===== src/hdl/dam_pkg.sv =====
package dam_pkg;
  // timing
  localparam int unsigned CLK_HZ = 125_000_000;
  localparam int unsigned MOCK_HOLD_S = 5;
  localparam int unsigned MOCK_HOLD_CYC = MOCK_HOLD_S * CLK_HZ;
  localparam int unsigned BLINK_MS = 500;
  localparam int unsigned BLINK_CYC = BLINK_MS * (CLK_HZ / 1000);
  localparam int unsigned SEC_CYC = CLK_HZ;
  // setting values
  localparam logic [7:0] MOCK_TRIG_VAL = 8'h01;
  localparam logic [7:0] DATA_INIT_VAL = 8'h0a;
  localparam logic [7:0] LALM_ASSIGN_VAL = 8'h62;
  // sizes
  localparam int NCAUSE = 32;
  localparam int NTERM = 4;
  localparam int HIST_D = 8;
  localparam int NPIN = 6;
  // synchronised pin positions
  localparam int PIN_STOP = 0;
  localparam int PIN_SET = 1;
  localparam int PIN_RKEY = 2;
  localparam int PIN_RST = 3;
  localparam int PIN_BATT = 4;
  localparam int PIN_LOST = 5;
  // register byte offsets
  localparam logic [7:0] A_CTRL = 8'h00;
  localparam logic [7:0] A_MOCK = 8'h04;
  localparam logic [7:0] A_INIT = 8'h08;
  localparam logic [7:0] A_TIME = 8'h0c;
  localparam logic [7:0] A_DATE = 8'h10;
  localparam logic [7:0] A_SEL1 = 8'h14;
  localparam logic [7:0] A_SEL2 = 8'h18;
  localparam logic [7:0] A_ASGN = 8'h1c;
  localparam logic [7:0] A_STAT = 8'h20;
  localparam logic [7:0] A_ISTAT = 8'h24;
  localparam logic [7:0] A_IMASK = 8'h28;
  localparam logic [2:0] A_HIST_HI = 3'h2;
  // status and event bits
  localparam int CTRL_REL = 0;
  localparam int EV_MOCK = 0;
  localparam int EV_LOWB = 1;
  localparam int EV_DLOSS = 2;
  localparam int EV_LA_ON = 3;
  localparam int EV_LA_OFF = 4;
  localparam int EV_N = 5;
  // calendar limits and reset values
  localparam logic [7:0] YR_MAX = 8'h63;
  localparam logic [7:0] MON_MAX = 8'h0c;
  localparam logic [7:0] DAY_MAX = 8'h1f;
  localparam logic [7:0] HR_MAX = 8'h17;
  localparam logic [7:0] MIN_MAX = 8'h3b;
  localparam logic [7:0] YMD_RST = 8'h01;
endpackage


===== src/hdl/dam_rtc_if.sv =====
`timescale 1ns/1ps
interface dam_rtc_if;
  logic init;
  logic wr_time;
  logic wr_date;
  logic [23:0] wdata;
  logic [23:0] time_v;
  logic [23:0] date_v;
  logic run;
  logic bad;
  modport ctl (output init, wr_time, wr_date, wdata, input time_v, date_v, run, bad);
  modport rtc (input init, wr_time, wr_date, wdata, output time_v, date_v, run, bad);
endinterface


===== src/hdl/dam_rtc.sv =====
`timescale 1ns/1ps
module dam_rtc #(
  parameter int unsigned SEC_CYC = dam_pkg::SEC_CYC
) (
  // clock and reset
  input wire logic clk_i,
  input wire logic rst_i,
  // control side
  dam_rtc_if.rtc r
);
  typedef struct packed {
    logic [31:0] div;
    logic [7:0] sec, min, hr, day, mon, yr;
    logic run;
    logic bad;
  } dam_rtc_st_t;
  localparam dam_rtc_st_t RTC_RST = '{div: '0, sec: '0, min: '0, hr: '0,
    day: dam_pkg::YMD_RST, mon: dam_pkg::YMD_RST, yr: '0, run: 1'b0, bad: 1'b0};
  dam_rtc_st_t s;
  dam_rtc_st_t next_s;
  logic [7:0] dim;
  logic at_end;

  always_comb begin
    next_s = s;
    if (r.init) begin
      next_s = RTC_RST;
    end else if (r.wr_time) begin
      {next_s.hr, next_s.min, next_s.sec} = r.wdata;
      next_s.div = '0;
      next_s.run = 1'b1;
    end else if (r.wr_date) begin
      {next_s.yr, next_s.mon, next_s.day} = r.wdata;
      next_s.run = 1'b1;
    end else if (s.run && !s.bad) begin
      if (s.div == 32'(SEC_CYC - 1)) begin
        next_s.div = '0;
        // holds at the last second of the last day of the range
        if (!at_end) begin
          next_s.sec = s.sec + 8'h01;
          if (s.sec == dam_pkg::MIN_MAX) begin
            next_s.sec = '0;
            next_s.min = s.min + 8'h01;
            if (s.min == dam_pkg::MIN_MAX) begin
              next_s.min = '0;
              next_s.hr = s.hr + 8'h01;
              if (s.hr == dam_pkg::HR_MAX) begin
                next_s.hr = '0;
                next_s.day = s.day + 8'h01;
                if (s.day == dim) begin
                  next_s.day = dam_pkg::YMD_RST;
                  next_s.mon = s.mon + 8'h01;
                  if (s.mon == dam_pkg::MON_MAX) begin
                    next_s.mon = dam_pkg::YMD_RST;
                    next_s.yr = s.yr + 8'h01;
                  end
                end
              end
            end
          end
        end
      end else begin
        next_s.div = s.div + 32'h1;
      end
    end
    next_s.bad = s.run && (s.sec > dam_pkg::MIN_MAX || s.min > dam_pkg::MIN_MAX ||
      s.hr > dam_pkg::HR_MAX || s.mon == '0 || s.mon > dam_pkg::MON_MAX ||
      s.day == '0 || s.day > dim || s.yr > dam_pkg::YR_MAX);
  end

  always_comb begin
    unique case (s.mon)
      8'h04, 8'h06, 8'h09, 8'h0b: dim = 8'h1e;
      8'h02: dim = (s.yr[1:0] == 2'b00) ? 8'h1d : 8'h1c;
      default: dim = dam_pkg::DAY_MAX;
    endcase
    at_end = s.yr == dam_pkg::YR_MAX && s.mon == dam_pkg::MON_MAX &&
      s.day == dam_pkg::DAY_MAX && s.hr == dam_pkg::HR_MAX &&
      s.min == dam_pkg::MIN_MAX && s.sec == dam_pkg::MIN_MAX;
  end

  always_ff @(posedge clk_i) begin
    if (rst_i) begin
      s <= RTC_RST;
    end else begin
      s <= next_s;
    end
  end

  assign r.time_v = {s.hr, s.min, s.sec};
  assign r.date_v = {s.yr, s.mon, s.day};
  assign r.run = s.run;
  assign r.bad = s.bad;
endmodule


===== src/hdl/dam_sync.sv =====
`timescale 1ns/1ps
module dam_sync #(
  parameter int W = 1
) (
  // clock and reset
  input wire logic clk_i,
  input wire logic rst_i,
  // pins and clean levels
  input wire logic [W-1:0] d_i,
  output logic [W-1:0] q_o
);
  typedef struct packed {
    logic [W-1:0] s1;
    logic [W-1:0] s2;
    logic [W-1:0] s3;
    logic [W-1:0] q;
  } dam_sync_st_t;
  dam_sync_st_t s;
  dam_sync_st_t next_s;

  always_comb begin
    next_s = s;
    next_s.s1 = d_i;
    next_s.s2 = s.s1;
    next_s.s3 = s.s2;
    // a change counts once the second and third stages agree
    for (int i = 0; i < W; i++) begin
      if (s.s2[i] == s.s3[i]) begin
        next_s.q[i] = s.s3[i];
      end
    end
  end

  always_ff @(posedge clk_i) begin
    if (rst_i) begin
      s <= '0;
    end else begin
      s <= next_s;
    end
  end

  assign q_o = s.q;
endmodule


===== src/hdl/dam_top.sv =====
// Design decisions made here: the Wishbone interface to the registers and the register addresses.
`timescale 1ns/1ps
module dam_top #(
  parameter int unsigned HOLD_CYC = dam_pkg::MOCK_HOLD_CYC,
  parameter int unsigned BLINK_CYC = dam_pkg::BLINK_CYC,
  parameter int unsigned SEC_CYC = dam_pkg::SEC_CYC
) (
  // clock and reset
  input wire logic clk_i,
  input wire logic rst_i,
  // wishbone slave
  input wire logic wb_cyc_i,
  input wire logic wb_stb_i,
  input wire logic wb_we_i,
  input wire logic [7:0] wb_adr_i,
  input wire logic [3:0] wb_sel_i,
  input wire logic [31:0] wb_dat_i,
  output logic [31:0] wb_dat_o,
  output logic wb_ack_o,
  // keypad and terminal pins
  input wire logic stop_key_i,
  input wire logic set_key_i,
  input wire logic reset_key_i,
  input wire logic alarm_rst_i,
  input wire logic batt_low_i,
  input wire logic backup_lost_i,
  // drive logic
  input wire logic run_mode_i,
  input wire logic [dam_pkg::NCAUSE-1:0] cause_i,
  // alarm outputs
  output logic mock_alarm_o,
  output logic low_batt_alarm_o,
  output logic date_loss_alarm_o,
  output logic trip_o,
  output logic caution_lamp_o,
  output logic [7:0] alarm_code_o,
  output logic [dam_pkg::NTERM-1:0] light_alarm_output_o,
  output logic irq_o
);
  typedef enum logic [1:0] {LA_IDLE, LA_ALARM, LA_RESERVED} dam_la_t;
  typedef struct packed {
    logic ack;
    logic [31:0] dat;
    logic [dam_pkg::NPIN-1:0] pin_q;
    logic [31:0] hold;
    logic mock;
    logic lowb;
    logic dloss;
    logic trip;
    logic [7:0] mock_reg;
    logic [7:0] init_reg;
    logic [31:0] sel;
    logic [31:0] asgn;
    logic [dam_pkg::NCAUSE-1:0] cause_q;
    dam_la_t la;
    logic [7:0] code;
    logic [31:0] blink_cnt;
    logic blink;
    logic [dam_pkg::HIST_D-1:0][7:0] hist;
    logic [dam_pkg::EV_N-1:0] ist;
    logic [dam_pkg::EV_N-1:0] imask;
    logic irq;
    logic lamp;
    logic [7:0] code_o;
    logic [dam_pkg::NTERM-1:0] lout;
  } dam_top_st_t;

  dam_top_st_t s;
  dam_top_st_t next_s;
  dam_rtc_if rtc_bus ();
  logic [dam_pkg::NPIN-1:0] pin;
  logic acc;
  logic wr;
  logic rkey_rise;
  logic term_rise;
  logic comm_rel;
  logic rel_req;
  logic [dam_pkg::NCAUSE-1:0] la_src;
  logic [dam_pkg::NCAUSE-1:0] rise;
  logic [7:0] new_code;
  logic [dam_pkg::EV_N-1:0] ev;
  logic [31:0] rdata;
  logic dloss_cond;

  dam_sync #(
    .W(dam_pkg::NPIN)
  ) u_sync (
    .clk_i(clk_i),
    .rst_i(rst_i),
    .d_i({backup_lost_i, batt_low_i, alarm_rst_i, reset_key_i, set_key_i, stop_key_i}),
    .q_o(pin)
  );

  dam_rtc #(
    .SEC_CYC(SEC_CYC)
  ) u_rtc (
    .clk_i(clk_i),
    .rst_i(rst_i),
    .r(rtc_bus)
  );

  function automatic logic [31:0] wmerge(input logic [31:0] old, input logic [31:0] nv,
                                         input logic [3:0] be);
    logic [31:0] res;
    res = old;
    for (int b = 0; b < 4; b++) begin
      if (be[b]) begin
        res[8*b +: 8] = nv[8*b +: 8];
      end
    end
    return res;
  endfunction

  // writes land on the edge where the master sees ack
  assign acc = wb_cyc_i && wb_stb_i;
  assign wr = acc && wb_we_i && s.ack;
  assign rtc_bus.init = wr && wb_adr_i == dam_pkg::A_INIT && wb_sel_i[0] &&
    wb_dat_i[7:0] == dam_pkg::DATA_INIT_VAL;
  assign rtc_bus.wr_time = wr && wb_adr_i == dam_pkg::A_TIME && (&wb_sel_i[2:0]);
  assign rtc_bus.wr_date = wr && wb_adr_i == dam_pkg::A_DATE && (&wb_sel_i[2:0]);
  assign rtc_bus.wdata = wb_dat_i[23:0];

  // read mux
  always_comb begin
    rdata = '0;
    if (wb_adr_i[7:5] == dam_pkg::A_HIST_HI) begin
      rdata = {24'h0, s.hist[wb_adr_i[4:2]]};
    end else begin
      case (wb_adr_i)
        dam_pkg::A_MOCK: rdata = {24'h0, s.mock_reg};
        dam_pkg::A_INIT: rdata = {24'h0, s.init_reg};
        dam_pkg::A_TIME: rdata = {8'h0, rtc_bus.time_v};
        dam_pkg::A_DATE: rdata = {8'h0, rtc_bus.date_v};
        dam_pkg::A_SEL1: rdata = {16'h0, s.sel[15:0]};
        dam_pkg::A_SEL2: rdata = {16'h0, s.sel[31:16]};
        dam_pkg::A_ASGN: rdata = s.asgn;
        dam_pkg::A_STAT: begin
          rdata[6:0] = {rtc_bus.run, s.la, s.trip, s.dloss, s.lowb, s.mock};
          rdata[15:8] = s.code;
        end
        dam_pkg::A_ISTAT: rdata = {27'h0, s.ist};
        dam_pkg::A_IMASK: rdata = {27'h0, s.imask};
        default: rdata = '0;
      endcase
    end
  end

  always_comb begin
    next_s = s;
    ev = '0;
    new_code = '0;
    next_s.pin_q = pin;
    rkey_rise = pin[dam_pkg::PIN_RKEY] && !s.pin_q[dam_pkg::PIN_RKEY];
    term_rise = pin[dam_pkg::PIN_RST] && !s.pin_q[dam_pkg::PIN_RST];
    comm_rel = wr && wb_adr_i == dam_pkg::A_CTRL && wb_sel_i[0] &&
      wb_dat_i[dam_pkg::CTRL_REL];
    rel_req = (rkey_rise && run_mode_i) || term_rise || comm_rel;

    // bus slave: ack one cycle after the request, dropped the cycle after
    next_s.ack = acc && !s.ack;
    next_s.dat = (acc && !s.ack && !wb_we_i) ? rdata : '0;
    // unselected byte lanes keep their stored value
    if (wr) begin
      case (wb_adr_i)
        dam_pkg::A_MOCK: begin
          if (wb_sel_i[0]) begin
            next_s.mock_reg = wb_dat_i[7:0];
          end
        end
        dam_pkg::A_INIT: begin
          if (wb_sel_i[0]) begin
            next_s.init_reg = wb_dat_i[7:0];
          end
        end
        dam_pkg::A_SEL1: begin
          // causes 0 to 15
          if (wb_sel_i[0]) begin
            next_s.sel[7:0] = wb_dat_i[7:0];
          end
          if (wb_sel_i[1]) begin
            next_s.sel[15:8] = wb_dat_i[15:8];
          end
        end
        dam_pkg::A_SEL2: begin
          // causes 16 to 31
          if (wb_sel_i[0]) begin
            next_s.sel[23:16] = wb_dat_i[7:0];
          end
          if (wb_sel_i[1]) begin
            next_s.sel[31:24] = wb_dat_i[15:8];
          end
        end
        dam_pkg::A_ASGN: next_s.asgn = wmerge(s.asgn, wb_dat_i, wb_sel_i);
        dam_pkg::A_IMASK: begin
          if (wb_sel_i[0]) begin
            next_s.imask = wb_dat_i[dam_pkg::EV_N-1:0];
          end
        end
        default: begin
        end
      endcase
    end

    // mock alarm from key hold or setting write
    if (pin[dam_pkg::PIN_STOP] && pin[dam_pkg::PIN_SET]) begin
      if (s.hold != HOLD_CYC) begin
        next_s.hold = s.hold + 32'h1;
      end
    end else begin
      next_s.hold = '0;
    end
    if (rkey_rise) begin
      next_s.mock = 1'b0;
    end
    if (s.hold == HOLD_CYC) begin
      next_s.mock = 1'b1;
    end
    if (wr && wb_adr_i == dam_pkg::A_MOCK && wb_sel_i[0] &&
        wb_dat_i[7:0] == dam_pkg::MOCK_TRIG_VAL) begin
      next_s.mock = 1'b1;
    end

    // battery alarm clears only on reset with normal voltage
    if (pin[dam_pkg::PIN_BATT]) begin
      next_s.lowb = 1'b1;
    end else if (rkey_rise) begin
      next_s.lowb = 1'b0;
    end

    // date loss: backup lost or calendar holds an impossible date
    dloss_cond = pin[dam_pkg::PIN_LOST] || rtc_bus.bad;
    if (dloss_cond) begin
      next_s.dloss = 1'b1;
    end else if (rkey_rise) begin
      next_s.dloss = 1'b0;
    end

    // light alarm causes versus tripping causes
    la_src = cause_i & s.sel;
    rise = la_src & ~s.cause_q;
    next_s.cause_q = la_src;
    next_s.trip = |(cause_i & ~s.sel) || s.mock || s.lowb || s.dloss;
    for (int i = dam_pkg::NCAUSE - 1; i >= 0; i--) begin
      if (rise[i]) begin
        new_code = 8'(i + 1);
      end
    end

    if (|rise) begin
      next_s.la = LA_ALARM;
      next_s.code = new_code;
      next_s.hist = {s.hist[dam_pkg::HIST_D-2:0], new_code};
      ev[dam_pkg::EV_LA_ON] = s.la != LA_ALARM;
    end else begin
      unique case (s.la)
        LA_IDLE: begin
          next_s.la = LA_IDLE;
        end
        LA_ALARM: begin
          if (rel_req) begin
            if (|la_src) begin
              next_s.la = LA_RESERVED;
            end else begin
              next_s.la = LA_IDLE;
              ev[dam_pkg::EV_LA_OFF] = 1'b1;
            end
          end
        end
        LA_RESERVED: begin
          if (!(|la_src)) begin
            next_s.la = LA_IDLE;
            ev[dam_pkg::EV_LA_OFF] = 1'b1;
          end
        end
        default: begin
          // unused state code falls back to idle
          next_s.la = LA_IDLE;
        end
      endcase
    end

    // lamp flashes in alarm, steady while reserved
    if (s.la == LA_ALARM) begin
      if (s.blink_cnt == 32'(BLINK_CYC - 1)) begin
        next_s.blink_cnt = '0;
        next_s.blink = !s.blink;
      end else begin
        next_s.blink_cnt = s.blink_cnt + 32'h1;
      end
    end else begin
      next_s.blink_cnt = '0;
      next_s.blink = 1'b1;
    end
    next_s.lamp = (next_s.la == LA_ALARM) ? next_s.blink : (next_s.la == LA_RESERVED);
    next_s.code_o = (next_s.la != LA_IDLE) ? next_s.code : 8'h00;
    for (int t = 0; t < dam_pkg::NTERM; t++) begin
      next_s.lout[t] = (next_s.la != LA_IDLE) &&
        s.asgn[8*t +: 8] == dam_pkg::LALM_ASSIGN_VAL;
    end

    // sticky events, a set in the clearing cycle wins
    ev[dam_pkg::EV_MOCK] = next_s.mock && !s.mock;
    ev[dam_pkg::EV_LOWB] = next_s.lowb && !s.lowb;
    ev[dam_pkg::EV_DLOSS] = next_s.dloss && !s.dloss;
    if (wr && wb_adr_i == dam_pkg::A_ISTAT && wb_sel_i[0]) begin
      next_s.ist = s.ist & ~wb_dat_i[dam_pkg::EV_N-1:0];
    end
    next_s.ist = next_s.ist | ev;
    next_s.irq = |(next_s.ist & next_s.imask);
  end

  always_ff @(posedge clk_i) begin
    if (rst_i) begin
      s <= '0;
    end else begin
      s <= next_s;
    end
  end

  assign wb_dat_o = s.dat;
  assign wb_ack_o = s.ack;
  assign mock_alarm_o = s.mock;
  assign low_batt_alarm_o = s.lowb;
  assign date_loss_alarm_o = s.dloss;
  assign trip_o = s.trip;
  assign caution_lamp_o = s.lamp;
  assign alarm_code_o = s.code_o;
  assign light_alarm_output_o = s.lout;
  assign irq_o = s.irq;
endmodule


===== config.mk =====
export PLATFORM = sky130hd
export DESIGN_NAME = dam_top
export DESIGN_NICKNAME = d
export VERILOG_FILES = /design/src/hdl/dam_pkg.sv /design/src/hdl/dam_rtc_if.sv /design/src/hdl/dam_rtc.sv /design/src/hdl/dam_sync.sv /design/src/hdl/dam_top.sv
export SDC_FILE = /design/constraint.sdc
export NUM_CORES = 1
export LEC_CHECK = 0
export BUFFER_PORTS_ARGS = -buffer_cell sky130_fd_sc_hd__buf_2
export CORE_UTILIZATION = 40
export CTS_BUF_LIST = sky130_fd_sc_hd__clkbuf_8
export CTS_CLUSTER_DIAMETER = 80
export DETAILED_ROUTE_END_ITERATION = 10
export HOLD_SLACK_MARGIN = 0.02
export PLACE_DENSITY_LB_ADDON = 0.2
export SETUP_SLACK_MARGIN = 0.2
export SLEW_MARGIN = 25
export SYNTH_ARGS = -nofsm -noshare
export SYNTH_HDL_FRONTEND = slang
export SYNTH_HIERARCHICAL = 1
export SYNTH_SLANG_ARGS = --single-unit

===== constraint.sdc =====
create_clock -name clk_i -period 4.14 [get_ports clk_i]
set_clock_uncertainty 0.1 [all_clocks]
set_input_delay 0.414 -clock clk_i [delete_from_list [all_inputs] [get_ports clk_i]]
set_output_delay 0.414 -clock clk_i [all_outputs]
set_load 0.03 [all_outputs]

# After elaboration in Yosys (flattened, before gate mapping)
# Cells that the tools add are included.
[classes]
addsub = 9
n_lt_le_gt_ge = 7
eq_ne = 47
n_mux = 80
n_bitwise = 15
reduce_logical = 107
[ops]
columns = ["operator", "n"]
rows = [
  ["8-bit two-way mux", 34],
  ["48-bit two-way mux", 4],
  ["32-bit by 1-bit adder with 32-bit output, second input constant", 3],
  ["32-bit AND", 3],
  ["24-bit two-way mux", 4],
  ["32-bit OR reduction", 3],
  ["7-bit one-hot mux with 10 select lines", 1],
  ["32-bit two-way mux", 2],
  ["32-bit inverter", 2],
  ["8-bit by 1-bit adder with 8-bit output, second input constant", 6],
  ["8-bit by 4-bit equality test with 1-bit output, second input constant", 6],
  ["8-bit by 5-bit equality test with 1-bit output, second input constant", 6],
  ["16-bit one-hot mux with 3 select lines", 1],
  ["8-bit one-hot mux with 6 select lines", 1],
  ["8-bit by 6-bit equality test with 1-bit output, second input constant", 5],
  ["8-bit by 7-bit equality test with 1-bit output, second input constant", 5],
  ["40-bit two-way mux", 1],
  ["1-bit logical AND", 38],
  ["3-bit AND reduction", 11],
  ["32-bit by 26-bit equality test with 1-bit output, second input constant", 1],
  ["32-bit by 27-bit equality test with 1-bit output, second input constant", 1],
  ["32-bit by 30-bit equality test with 1-bit output, second input constant", 1],
  ["32-bit by 30-bit != test with 1-bit output, second input constant", 1],
  ["2-bit nonzero test", 13],
  ["other kinds (45)", 112],
]
[word_totals]
reg_bits = 422
inputBits = 88
out_inout_bits = 51
wordCells = 321

# Longest topological paths before layout
# Gate-level depths: netlist of run 1.
[logic_depth]
word_depth = 35
ltp_mapped = 13
ltp_nobuf = 12

# By module
# The synthesis of run 1 kept the hierarchy.
[by_module_without_submodules]
columns = ["module", "instances", "cells_per_inst", "area_per_inst_um2", "seq_area_each_um2"]
rows = [
  ["dam_top", 1, 1565, 13170.1, 5965.7],
  ["dam_rtc", 1, 685, 5362.6, 1641.6],
  ["dam_sync", 1, 68, 765.7, 480.5],
]

# Worst setup path before layout of run 1
# Ideal clock, no wire load.
[synth_path]
kind = "in2reg"
start = "input port wb_adr_i[4]"
end = "register u_rtc.s, in the netlist u_rtc/r.time_v[20]"
setup_ns = 0.074
arrival_time_ns = 3.465
required_ns = 3.966
setup_slack_ns = 0.501
stages = 13
path_buffers = 5
cell_sequence = "buf_2 > or4b_1 > clkbuf_1 > nor2_1 > clkbuf_1 > and4_1 > nand4bb_1 > or4_1 > clkbuf_2 > a211o_1 > buf_6 > or4b_1 > a31oi_1"
[synth_via]
elab_chain_len = 5
word_cells_on_any_way = 19
classes_between = "5 x eq/ne; 1 x mux; 13 x reduce/logical"
[synth_rtl]
columns = ["element", "line_no", "text"]
rows = [
  ["from (decl)", "dam_top.sv:15", "input wire logic [7:0] wb_adr_i,"],
  ["8-bit by 5-bit equality test with 1-bit output", "dam_top.sv:120", "assign rtc_bus.wr_date = wr && wb_adr_i == dam_pkg::A_DATE && (&wb_sel_i[2:0]);"],
  ["1-bit logical AND (2 in series)", "dam_top.sv:120", ""],
  ["named net rtc_bus.wr_date", "dam_rtc_if.sv:5", "logic wr_date;"],
  ["2-bit != test (no source line)", "--", ""],
  ["6-bit AND reduction (no source line)", "--", ""],
  ["to (signal assigned)", "dam_rtc.sv:86", "s <= next_s;"],
  ["to (decl)", "dam_rtc.sv:19", "dam_rtc_st_t s;"],
]
# The timed path passes the listed nets, and every way through them passes these cells.
# A chain may end at the register's enable or synchronous reset.

# Worst setup path after layout of run 1
[layout_path]
start = "register u_rtc.s, in the netlist u_rtc/r.date_v[8]"
end = "register u_rtc.s, in the netlist u_rtc/r.date_v[13]"
[layout_via]
elab_chain_len = 10
word_cells_on_any_way = 27
classes_between = "1 x add/sub; 8 x eq/ne; 10 x mux; 8 x reduce/logical"
[layout_rtl]
columns = ["element", "line_no", "text"]
rows = [
  ["8-bit by 1-bit adder with 8-bit output / 8-bit by 4-bit equality test with 1-bit output (equally long branches)", "dam_rtc.sv:52, dam_rtc.sv:53, dam_rtc.sv:77", ""],
  ["16-bit two-way mux", "dam_rtc.sv:53", "if (s.mon == dam_pkg::MON_MAX) begin"],
  ["24-bit two-way mux", "dam_rtc.sv:50", "if (s.day == dim) begin"],
  ["32-bit two-way mux", "dam_rtc.sv:47", "if (s.hr == dam_pkg::HR_MAX) begin"],
  ["40-bit two-way mux", "dam_rtc.sv:44", "if (s.min == dam_pkg::MIN_MAX) begin"],
  ["48-bit two-way mux", "dam_rtc.sv:41", "if (s.sec == dam_pkg::MIN_MAX) begin"],
  ["48-bit two-way mux", "dam_rtc.sv:39", "if (!at_end) begin"],
  ["48-bit two-way mux", "dam_rtc.sv:36", "if (s.div == 32'(SEC_CYC - 1)) begin"],
  ["48-bit two-way mux", "dam_rtc.sv:35", "end else if (s.run && !s.bad) begin"],
  ["24-bit two-way mux", "dam_rtc.sv:32", "end else if (r.wr_date) begin"],
]
# Parallel ways exist; a longest one is shown, timed or not. The select of a mux whose other input is x is not followed.

==> reports/qor.csv, run 1 <==
stage;metric;value;unit
grt;Global Route met2 Usage;37.78;%
flow_run;maxcap violations;0;
yosys;Mean Syn Cell Area;8.326;um^2
sta;PnR worst setup slack;571.5;ps
placement;GPL Wtd Cong;0.9254;
clock_network;CTS clk-pin slew, worst paths;60;ps
critical_path;crit path cell chain;inv_1, ha_1, nor2_1, o21ai_0, nand4_1, ha_1, nand2_1, or3_1, nor4_2, nor2b_1, a22oi_1, o32ai_1;
grt;total gr overflow;0;
clock_network;CTS HTree Levels;3;
yosys;Post-Syn Instances;2318;
final_layout;Final #Nets;2526;
clock_network;root buf cell;clkbuf_8;
worst_hold_path;HP Class;in2reg;
critical_path;FF-to-FF Start;u_rtc/r.date_v[8]$_SDFFE_PP1P_;
pwr;P_int;6316;uW
clock_network;Clock Path Buffers;3;
pwr;Logic pwr share;3.3;%
sta;Slew Limit Fails;0;
yosys;#FFs+latches synth;404;
final_layout;fillers;4675;
placement;pre-CTS setup slack;490.7;ps
status;status;finished, final reports clean;
critical_path;Slowest cell on crit path;nor4_2;
pwr;clock network power share;49.2;%
sta;Slew @ Worst Pin;959.0;ps
routing;Post-Route WL;58390;um
sta;unrepaired setup endpoints after global routing;false;
sta;setup tns final;0;ps
yosys;count leader, synth;dfxtp_1;
floorplan;Initial Util;40.50;%
critical_path;Worst EP arrival;4010;ps
grt;GR peak layer;met2;
yosys;area share of the leading cell type in the synthesized netlist;41.91;%
critical_path;element type at the critical path start;flip-flop;
grt;met3 Use GR;4.095;%
grt;total track usage;23.22;%
yosys;Post-synth EDFFs;0;
pwr;Peak VDD IR;0.2421;mV
clock_network;CTS tree;done;
grt;first-pass GRT wire length;90870;um
routing;vias per cell;5.576;
grt;vias in the first global route;16281;
yosys;Yosys cell types;83;
routing;DR DRC count;0;
sta;fin crit share;86.20;%
grt;largest net degree at the start of global routing;81;
grt;met1 Use GR;30.96;%
floorplan;total die area;49130;um^2
critical_path;Worst Setup SP;u_rtc/r.date_v[8]$_SDFFE_PP1P_;
yosys;Main synth FF type;dfxtp_1;
clock_network;Num CTS Buffers;72;
sta;Max Freq;280.2;MHz
yosys;register area share after synthesis;41.91;%
yosys;Post-synth top cells;dfxtp_1, nand2_1, nor2_1;
yosys;synth top area cells;dfxtp_1, nand2_1, nor2_1, a21oi_1, buf_4;
critical_path;peak fanout along the critical path;8;
routing;Initial DRC Count;1476;
clock_network;clock latency on the worst-skew pair;650;ps
final_layout;P&R area growth vs syn;14.43;%
critical_path;highest cell delay on the worst timing path;600;ps
final_layout;share of cells above drive strength 1;13.79;%
pwr;leakage power;0.008046;uW
sta;final setup fails;0;
critical_path;Required @ worst endpoint;4580;ps
placement;buffers added on ports;138;
grt;antenna violations before repair;2;
pwr;Seq pwr share;47.5;%
floorplan;IO Count;139;
placement;DP Wirelength;41070;um
routing;Post-DRT Antenna Nets;0;
critical_path;Crit path top cell by count;ha_1;
floorplan;chip width;221.7;um
sta;endpoints failing hold;0;
clock_network;CTS resizes;0;
worst_hold_path;Hold Crit Start;wb_dat_i[1];
floorplan;Chip Height;221.7;um
pwr;P_sw;1906;uW
sta;Max-slew headroom;35.54;%
sta;Tmin final;3569;ps
yosys;cell taking the most area after synthesis;dfxtp_1;
critical_path;Critical Path Sink Type;flip-flop;
routing;drt pass-1 iters;8;
routing;vias;17241;
routing;WL per Instance;18.89;um
yosys;synth warn;6;
pwr;sw frac;23.18;%
yosys;Post-synth ARST share;0;%
critical_path;critical path type;reg2reg;
yosys;Syn Nets;2425;
floorplan;CORE AREA;47650;um^2
clock_network;clk sinks;404;
floorplan;row count;80;
pwr;PD cells;372.3;nW/um^2
yosys;Post-Syn Area;19300;um^2
-- sequential cells by signal, indices dropped and copies added (netlist names) --
signal and cells:
s 247, u_rtc/s 32, wb_dat_o 32, u_rtc/r.date_v 24
u_rtc/r.time_v 24, u_sync/next_s 12, alarm_code_o 8, u_sync/q_o 6
u_sync/s 6, light_alarm_output_o 4, caution_lamp_o 1, date_loss_alarm_o 1
irq_o 1, low_batt_alarm_o 1, mock_alarm_o 1, trip_o 1
u_rtc/r.bad 1, u_rtc/r.run 1, wb_ack_o 1
-- cell usage in the layout (no fill, tap or decap), drive strengths merged, types with 36 or more instances in the layout --
| cell | n |
|---|---|
| a21oi | 174 |
| xnor2 | 38 |
| nand3 | 125 |
| nand2 | 308 |
| buf | 169 |
| a22oi | 58 |
| inv | 85 |
| nand4 | 47 |
| nor2b | 36 |
| xor2 | 52 |
| dfxtp | 404 |
| dlygate4sd3 | 69 |
| nor3 | 43 |
| nor2 | 245 |
| clkbuf | 95 |
| o21ai | 53 |
-- critical path: cells and delay by family, from the launching register on --
| kind | cells | cell delay [ps] |
|---|---|---|
| AOI/OAI and AO/OA | 3 | 550 |
| DFF | 1 | 400 |
| and+or+nand+nor | 6 | 1770 |
| buffers and inverters | 1 | 130 |
| adders and majority gates | 2 | 510 |
-- path summary, 6_finish.rpt --
path / end / slack [ps] / depth (start not counted)
setup / recovery: u_rtc/r.date_v[13]$_SDFFE_PP0P_ / 570 / 12
hold / removal: s[164]$_SDFFE_PP0P_ / 90 / 3
hold reg to reg: u_sync/next_s[7]$_SDFF_PP0_ / 320 / 1
setup reg to reg: u_rtc/r.date_v[13]$_SDFFE_PP0P_ / 570 / 12
-- power by group through the flow --
| stage | registers [uW] | clock network [uW] | logic, uW |
|---|---|---|---|
| final | 3910 | 4040 | 271 |
| after global routing | 3910 | 4320 | 288 |
| after CTS | 3910 | 4150 | 269 |
| after detailed placement | 3990 | 0 | 217 |
| after global placement | 3990 | 0 | 217 |
| after floorplan | 3990 | 0 | 99.6 |
-- metrics by stage --
step	total power (uW)	area, um^2	utilization, %	hold WS (ps)	std cells
2_1_floorplan	4091	19300	-	310.9	2318
3_3_place_gp	4208	19810	41.57	322.2	2891
3_5_place_dp	4209	19810	41.57	324.7	2891
4_1_cts	8325	22070	46.33	21.50	3088
5_1_grt	8516	22080	46.34	76.55	3090
6_report	8222	22080	46.35	89.52	3092
-- cells by family (layout without fill, tap and decap cells) --
family          Yosys count  after routing  synth area share [%]
compound gates          446            446                 14.87
xor+xnor                 90             90                 4.085
other cells               0              4                     0
mux                      40             40                 2.853
buf+inv                 278            433                 7.663
fa+ha+maj                19             19                 1.232
simple gates           1041           1041                 27.39
flops                   404            404                 41.91
-- what timing repair did --
item                       4_1_cts  5_1_grt
hold buffers                    69        0
setup endpoints to repair        0        0
hold endpoints to repair       108        0
setup buffers                    0        0
-- area by class of cell --
type / instances / area (um^2) / share of cell area (%)
well taps: 615 / 769.5 / 3.484
flip-flops and latches: 404 / 8088 / 36.62
repair buffers: 238 / 1633 / 7.394
diodes: 4 / 10.01 / 0.04533
inverters: 67 / 251.5 / 1.139
clock inverters: 33 / 267.8 / 1.212
multi-input cells: 1636 / 9757 / 44.18
clock buffers: 95 / 1308 / 5.921
-- layer usage --
layer | up-vias | share of wire (%)
li1 | 8350 | -
met1 | 8188 | 45
met2 | 603 | 46
met3 | 100 | 6.8
met4 | 0 | 2.5
met5 | - | 0
(Power assumes the default switching activity.)
==> run 2, diff against run 1 <==
CORE_MARGIN = 3   (was not set)
CORE_UTILIZATION = 50   (was 40)
==> run 2 against run 1 <==
Effect of this change: via count rose by 0.36%; largest cell class unchanged; clock power down 12%; power fell by 6.0%; sequential share of layout area rose by 0.71 points; core utilization increased by 11 points; sequential cell count stayed put.
==> reports/qor.csv, run 2 (synthesis gave the netlist of run 1 again) <==
stage;metric;value;unit;change
floorplan;CORE AREA;37840;um^2;was 47650 um^2
routing;Post-DRT Antenna Nets;0;;unchanged
clock_network;Num CTS Buffers;70;;was 72
pwr;Logic pwr share;3.4;%;was 3.3%
status;status;finished, final reports clean;;unchanged
routing;vias;17303;;was 17241
clock_network;clock latency on the worst-skew pair;620;ps;was 650 ps
critical_path;Required @ worst endpoint;4550;ps;was 4580 ps
critical_path;Critical Path Sink Type;flip-flop;;unchanged
clock_network;root buf cell;clkbuf_8;;unchanged
sta;Max-slew headroom;38.42;%;was 35.54%
pwr;P_int;5914;uW;was 6316 uW
final_layout;Final #Nets;2516;;was 2526
floorplan;total die area;40990;um^2;was 49130 um^2
grt;total gr overflow;0;;unchanged
floorplan;IO Count;139;;unchanged
pwr;sw frac;23.44;%;was 23.18%
placement;Post-DP Area;19700;um^2;was 19810 um^2
final_layout;fillers;3515;;was 4675
pwr;P_sw;1811;uW;was 1906 uW
placement;dpl cells;2789;;was 2891
final_layout;commonest non-fill, non-tap cell in the layout;dfxtp_1;;unchanged
critical_path;Worst EP arrival;3950;ps;was 4010 ps
final_layout;FF+latch area;8088;um^2;unchanged
grt;antenna violations before repair;3;;was 2
placement;GPL Wtd Cong;0.8885;;was 0.9254
sta;Slew @ Worst Pin;916.1;ps;was 959.0 ps
routing;DR DRC count;0;;unchanged
floorplan;Initial Util;51.00;%;was 40.50%
final_layout;multi-input logic area;9761;um^2;was 9757 um^2
floorplan;chip width;202.5;um;was 221.7 um
routing;Post-Route WL;55730;um;was 58390 um
worst_hold_path;HP Class;in2reg;;unchanged
placement;DP Wirelength;38930;um;was 41070 um
sta;Min Hold Slack;52.79;ps;was 89.52 ps
final_layout;Largest register FFs;247;;unchanged
pwr;Peak VDD IR;0.2336;mV;was 0.2421 mV
clock_network;CTS HTree Levels;3;;unchanged
grt;first-pass GRT wire length;87510;um;was 90870 um
grt;largest net degree at the start of global routing;80;;was 81
clock_network;CTS tree;done;;unchanged
clock_network;Clock Path Buffers;3;;unchanged
flow_run;maxcap violations;0;;unchanged
routing;drt pass-1 iters;6;;was 8
routing;WL per Instance;18.76;um;was 18.89 um
sta;fin crit share;85.47;%;was 86.20%
final_layout;Util after Layout;57.24;%;was 46.35%
sta;Max Freq;282.6;MHz;was 280.2 MHz
routing;vias per cell;5.824;;was 5.576
sta;Slew Limit Fails;0;;unchanged
sta;final setup fails;0;;unchanged
floorplan;Chip Height;202.5;um;was 221.7 um
sta;unrepaired setup endpoints after global routing;false;;unchanged
sta;endpoints failing hold;0;;unchanged
pwr;Seq pwr share;50.6;%;was 47.5%
clock_network;clk sinks;404;;unchanged
sta;Tmin final;3539;ps;was 3569 ps
pwr;PD cells;356.6;nW/um^2;was 372.3 nW/um^2
final_layout;most frequent cells in the layout;dfxtp_1, nand2_1, nor2_1;;unchanged
routing;Initial DRC Count;1811;;was 1476
pwr;leakage power;0.007942;uW;was 0.008046 uW
final_layout;P&R area growth vs syn;12.25;%;was 14.43%
final_layout;Final Cell Area;21660;um^2;was 22080 um^2
grt;vias in the first global route;16024;;was 16281
clock_network;CTS clk-pin slew, worst paths;60;ps;about the same
final_layout;Largest Register;s;;unchanged
pwr;clock network power share;46.0;%;was 49.2%
final_layout;share of cells above drive strength 1;13.26;%;was 13.79%
critical_path;peak fanout along the critical path;12;;was 8
floorplan;row count;71;;was 80
critical_path;critical path type;reg2reg;;unchanged
placement;buffers added on ports;138;;unchanged
grt;total track usage;26.31;%;was 23.22%
final_layout;Layout Cells excl Fill;2971;;was 3092
critical_path;element type at the critical path start;flip-flop;;unchanged
sta;setup tns final;0;ps;unchanged
## run 2: changes by cell type in the layout (fill, tap and decap cells not counted), sizes merged
cell / previous run / this run
dlygate4sd3: 69 / 59
diode: 4 / 2
inv: 85 / 94
clkinvlp: 3 / 4
clkinv: 8 / 4
buf: 169 / 171
clkbuf: 95 / 85
bufinv: 4 / 1
## run 2: layout make-up
cell class	count	share of cell area [%]
timing repair buffer	230	7.197
antenna	2	0.02310
inverter	67	1.161
sequential	404	37.34
clock inverter	36	0.8722
tap	511	2.952
multi-input combinational	1636	45.06
clock buffer	85	5.401
## run 2: final timing paths
kind,endpoint,slack [ps],start,cells past startpoint
setup reg to reg,u_rtc/r.date_v[18]$_SDFFE_PP0P_,600,u_rtc/r.date_v[8]$_SDFFE_PP1P_,12
hold / removal,s[175]$_SDFFE_PP0P_,50,wb_dat_i[12],3
hold reg to reg,u_sync/next_s[8]$_SDFF_PP0_,320,u_sync/next_s[14]$_SDFF_PP0_,1
setup / recovery,u_rtc/r.date_v[18]$_SDFFE_PP0P_,600,u_rtc/r.date_v[8]$_SDFFE_PP1P_,12
## run 2: what timing repair did
action / 4_1_cts / 5_1_grt
buffers inserted: 0 / 0
endpoints found under the setup margin: 0 / 4
endpoints found under the hold margin: 71 / 0
hold buffers: 59 / 0
gates resized for setup: 0 / 1
## run 2: metrics by stage
step                      setup slack, ps  power [uW]
after floorplan                     501.2        4091
after global placement              652.7        4205
after detailed placement            521.8        4206
after CTS                           522.8        7789
after global routing                364.6        7988
final                               601.4        7725
## run 2: power by group through the flow
stage                     Combinational (uW)  Sequential, uW  Clock [uW]
after floorplan                         99.6            3990           0
after global placement                   214            3990           0
after detailed placement                 215            3990           0
after CTS                                258            3910        3620
after global routing                     279            3910        3800
final                                    262            3910        3560
## run 2: layer usage
metal | up-vias | share of wire, % | global-route usage (%)
met5 | - | 0.023 | 0
met4 | 2 | 3.4 | 9.626
met3 | 125 | 8.6 | 5.916
met2 | 724 | 45 | 41.66
met1 | 8125 | 43 | 35.43
li1 | 8327 | - | -
## run 2: critical path: stages, from the launching register on
cell,delay [ps]
dfxtp_1,400
inv_1,130
ha_1,210
nor2_1,50
o21ai_0,150
nand4_1,140
ha_1,300
nand2_1,80
or3_1,370
nor4_2,600
and2_1,500
a21boi_0,150
o32ai_1,250
==> run 3, diff against run 2 <==
CAP_MARGIN = 20   (was not set)
CORE_ASPECT_RATIO = 2   (was not set)
==> run 3 against run 2 <==
Effect of this change: sequential share of layout area shrank 0.15 points; sequential power is essentially flat; clock power shrank 2%; cell count grew 0.24%; setup slack lost 30 ps; count of clock-buffer cells in the layout shrank 7; wire length grew 9.4%; critical path depth grew 1; critical path type unchanged; largest power group unchanged; highest routed layer is now met4.
==> reports/qor.csv, run 3 (synthesis gave the netlist of run 1 again) <==
stage;metric;value;unit;change
status;status;finished, final reports clean;;unchanged
sta;Slew @ Worst Pin;999.0;ps;was 916.1 ps
final_layout;most frequent cells in the layout;dfxtp_1, nand2_1, nor2_1;;unchanged
final_layout;Largest register FFs;247;;unchanged
sta;fin crit share;86.20;%;was 85.47%
worst_hold_path;hold path depth;3;;unchanged
floorplan;CORE AREA;38040;um^2;was 37840 um^2
final_layout;Layout Cells excl Fill;2978;;was 2971
clock_network;clk sinks;404;;unchanged
final_layout;commonest non-fill, non-tap cell in the layout;dfxtp_1;;unchanged
grt;vias in the first global route;17535;;was 16024
routing;vias;17672;;was 17303
grt;largest net degree at the start of global routing;86;;was 80
grt;first-pass GRT wire length;94390;um;was 87510 um
grt;total track usage;28.21;%;was 26.31%
clock_network;Num CTS Buffers;58;;was 70
routing;drt pass-1 iters;8;;was 6
final_layout;fillers;3465;;was 3515
critical_path;Slowest cell on crit path;dfxtp_1;;was nor4_2
sta;final setup fails;0;;unchanged
final_layout;Final #Nets;2522;;was 2516
critical_path;Worst EP arrival;4010;ps;was 3950 ps
floorplan;IO Count;139;;unchanged
final_layout;Largest Register;s;;unchanged
critical_path;WP depth;13;;was 12
sta;unrepaired setup endpoints after global routing;false;;unchanged
sta;Max Freq;280.2;MHz;was 282.6 MHz
floorplan;Chip Height;283.8;um;was 202.5 um
placement;dpl cells;2800;;was 2789
floorplan;Initial Util;50.74;%;was 51.00%
worst_hold_path;HP Class;in2reg;;unchanged
critical_path;highest cell delay on the worst timing path;420;ps;was 600 ps
flow_run;maxcap violations;0;;unchanged
final_layout;share of cells above drive strength 1;13.41;%;was 13.26%
critical_path;element type at the critical path start;flip-flop;;unchanged
critical_path;Crit path top cell by count;ha_1;;unchanged
routing;Initial DRC Count;1265;;was 1811
grt;total gr overflow;0;;unchanged
routing;Post-Route WL;60970;um;was 55730 um
routing;WL per Instance;20.47;um;was 18.76 um
critical_path;crit path cell chain;inv_1, ha_1, nor2_1, o21ai_0, nand4_1, ha_1, nand2_1, or3_1, nor4_2, buf_4, and2_1, a21boi_0, o32ai_1;;was inv_1, ha_1, nor2_1, o21ai_0, nand4_1, ha_1, nand2_1, or3_1, nor4_2, and2_1, a21boi_0, o32ai_1
clock_network;clock latency on the worst-skew pair;660;ps;was 620 ps
critical_path;Crit path buffers/inverters;2;;was 1
critical_path;Critical Path Sink Type;flip-flop;;unchanged
critical_path;family with the most delay on the worst path;simple AND/OR/NAND/NOR gates;;unchanged
routing;vias per cell;5.934;;was 5.824
final_layout;P&R area growth vs syn;12.69;%;was 12.25%
sta;Max-slew headroom;33.40;%;was 38.42%
clock_network;CTS clk-pin slew, worst paths;70;ps;was 60 ps
pwr;Peak VDD IR;0.2774;mV;was 0.2336 mV
placement;GPL Wtd Cong;0.9393;;was 0.8885
floorplan;chip width;144.9;um;was 202.5 um
sta;Slew Limit Fails;0;;unchanged
clock_network;root buf cell;clkbuf_8;;unchanged
placement;DP Wirelength;44400;um;was 38930 um
sta;setup tns final;0;ps;unchanged
sta;endpoints failing hold;0;;unchanged
floorplan;row count;101;;was 71
routing;DR DRC count;0;;unchanged
pwr;leakage power;0.007947;uW;was 0.007942 uW
pwr;PD cells;352.3;nW/um^2;was 356.6 nW/um^2
clock_network;CTS tree;done;;unchanged
critical_path;peak fanout along the critical path;12;;unchanged
critical_path;R2R depth;13;;was 12
critical_path;critical path type;reg2reg;;unchanged
clock_network;setup repair bufs after CTS;0;;unchanged
grt;antenna violations before repair;3;;unchanged
placement;buffers added on ports;138;;unchanged
sta;Tmin final;3569;ps;was 3539 ps
floorplan;total die area;41130;um^2;was 40990 um^2
critical_path;Required @ worst endpoint;4580;ps;was 4550 ps
clock_network;Clock Path Buffers;3;;unchanged
routing;Post-DRT Antenna Nets;0;;unchanged
clock_network;CTS HTree Levels;2;;was 3
## run 3: final cells by class
class                      count  area, um^2  share of cell area (%)
multi-input combinational   1636        9757                   44.86
sequential                   404        8088                   37.19
timing repair buffer         248        1718                   7.899
clock buffer                  78        1074                   4.936
tap                          515       644.4                   2.963
inverter                      67       251.5                   1.156
clock inverter                28       211.5                  0.9723
antenna                        2       5.005                 0.02301
## run 3: worst paths after layout
path | startpoint | endpoint | slack, ps
worst min register to register | u_sync/next_s[16]$_SDFF_PP0_ | u_sync/next_s[10]$_SDFF_PP0_ | 350
worst max-delay path | u_rtc/r.date_v[8]$_SDFFE_PP1P_ | u_rtc/r.date_v[18]$_SDFFE_PP0P_ | 570
worst min-delay path | cause_i[4] | s[135]$_SDFF_PP0_ | 70
worst max register to register | u_rtc/r.date_v[8]$_SDFFE_PP1P_ | u_rtc/r.date_v[18]$_SDFFE_PP0P_ | 570
## run 3: tightest hold or removal path, cell delays in order
cell and delay (ps):
buf_2 130, nand2_1 160, nor2_1 60
## run 3: timing repair
item	4_1_cts	5_1_grt
resized for setup	0	0
hold endpoints to repair	97	0
hold buffers	70	0
## run 3: per-layer routing
layer	track usage, %	share of wire [%]	routed length (um)
met1	27.59	34	20800
met2	54.01	54	32670
met3	3.659	4.7	2865
met4	19.69	7.6	4632
met5	0	0	0
## run 3: stage by stage
step | util [%] | instance area (um^2) | setup slack [ps] | total power (uW) | hold slack, ps
4_1_cts | 57.16 | 21740 | 660.4 | 7723 | 28.32
3_3_place_gp | 51.90 | 19740 | 437.6 | 4208 | 316.1
5_1_grt | 57.18 | 21750 | 414.9 | 7886 | 51.40
3_5_place_dp | 51.94 | 19760 | 405.2 | 4211 | 330.1
2_1_floorplan | - | 19300 | 501.2 | 4091 | 310.9
6_report | 57.18 | 21750 | 571.5 | 7663 | 65.31
## run 3: power by group
| part | leakage [uW] | internal, uW | switching (uW) | total [uW] |
|---|---|---|---|---|
| sequential | 0.00326 | 3900 | 8.19 | 3900 |
| clock | 0.000713 | 1870 | 1610 | 3480 |
| combinational | 0.00398 | 108 | 169 | 276 |
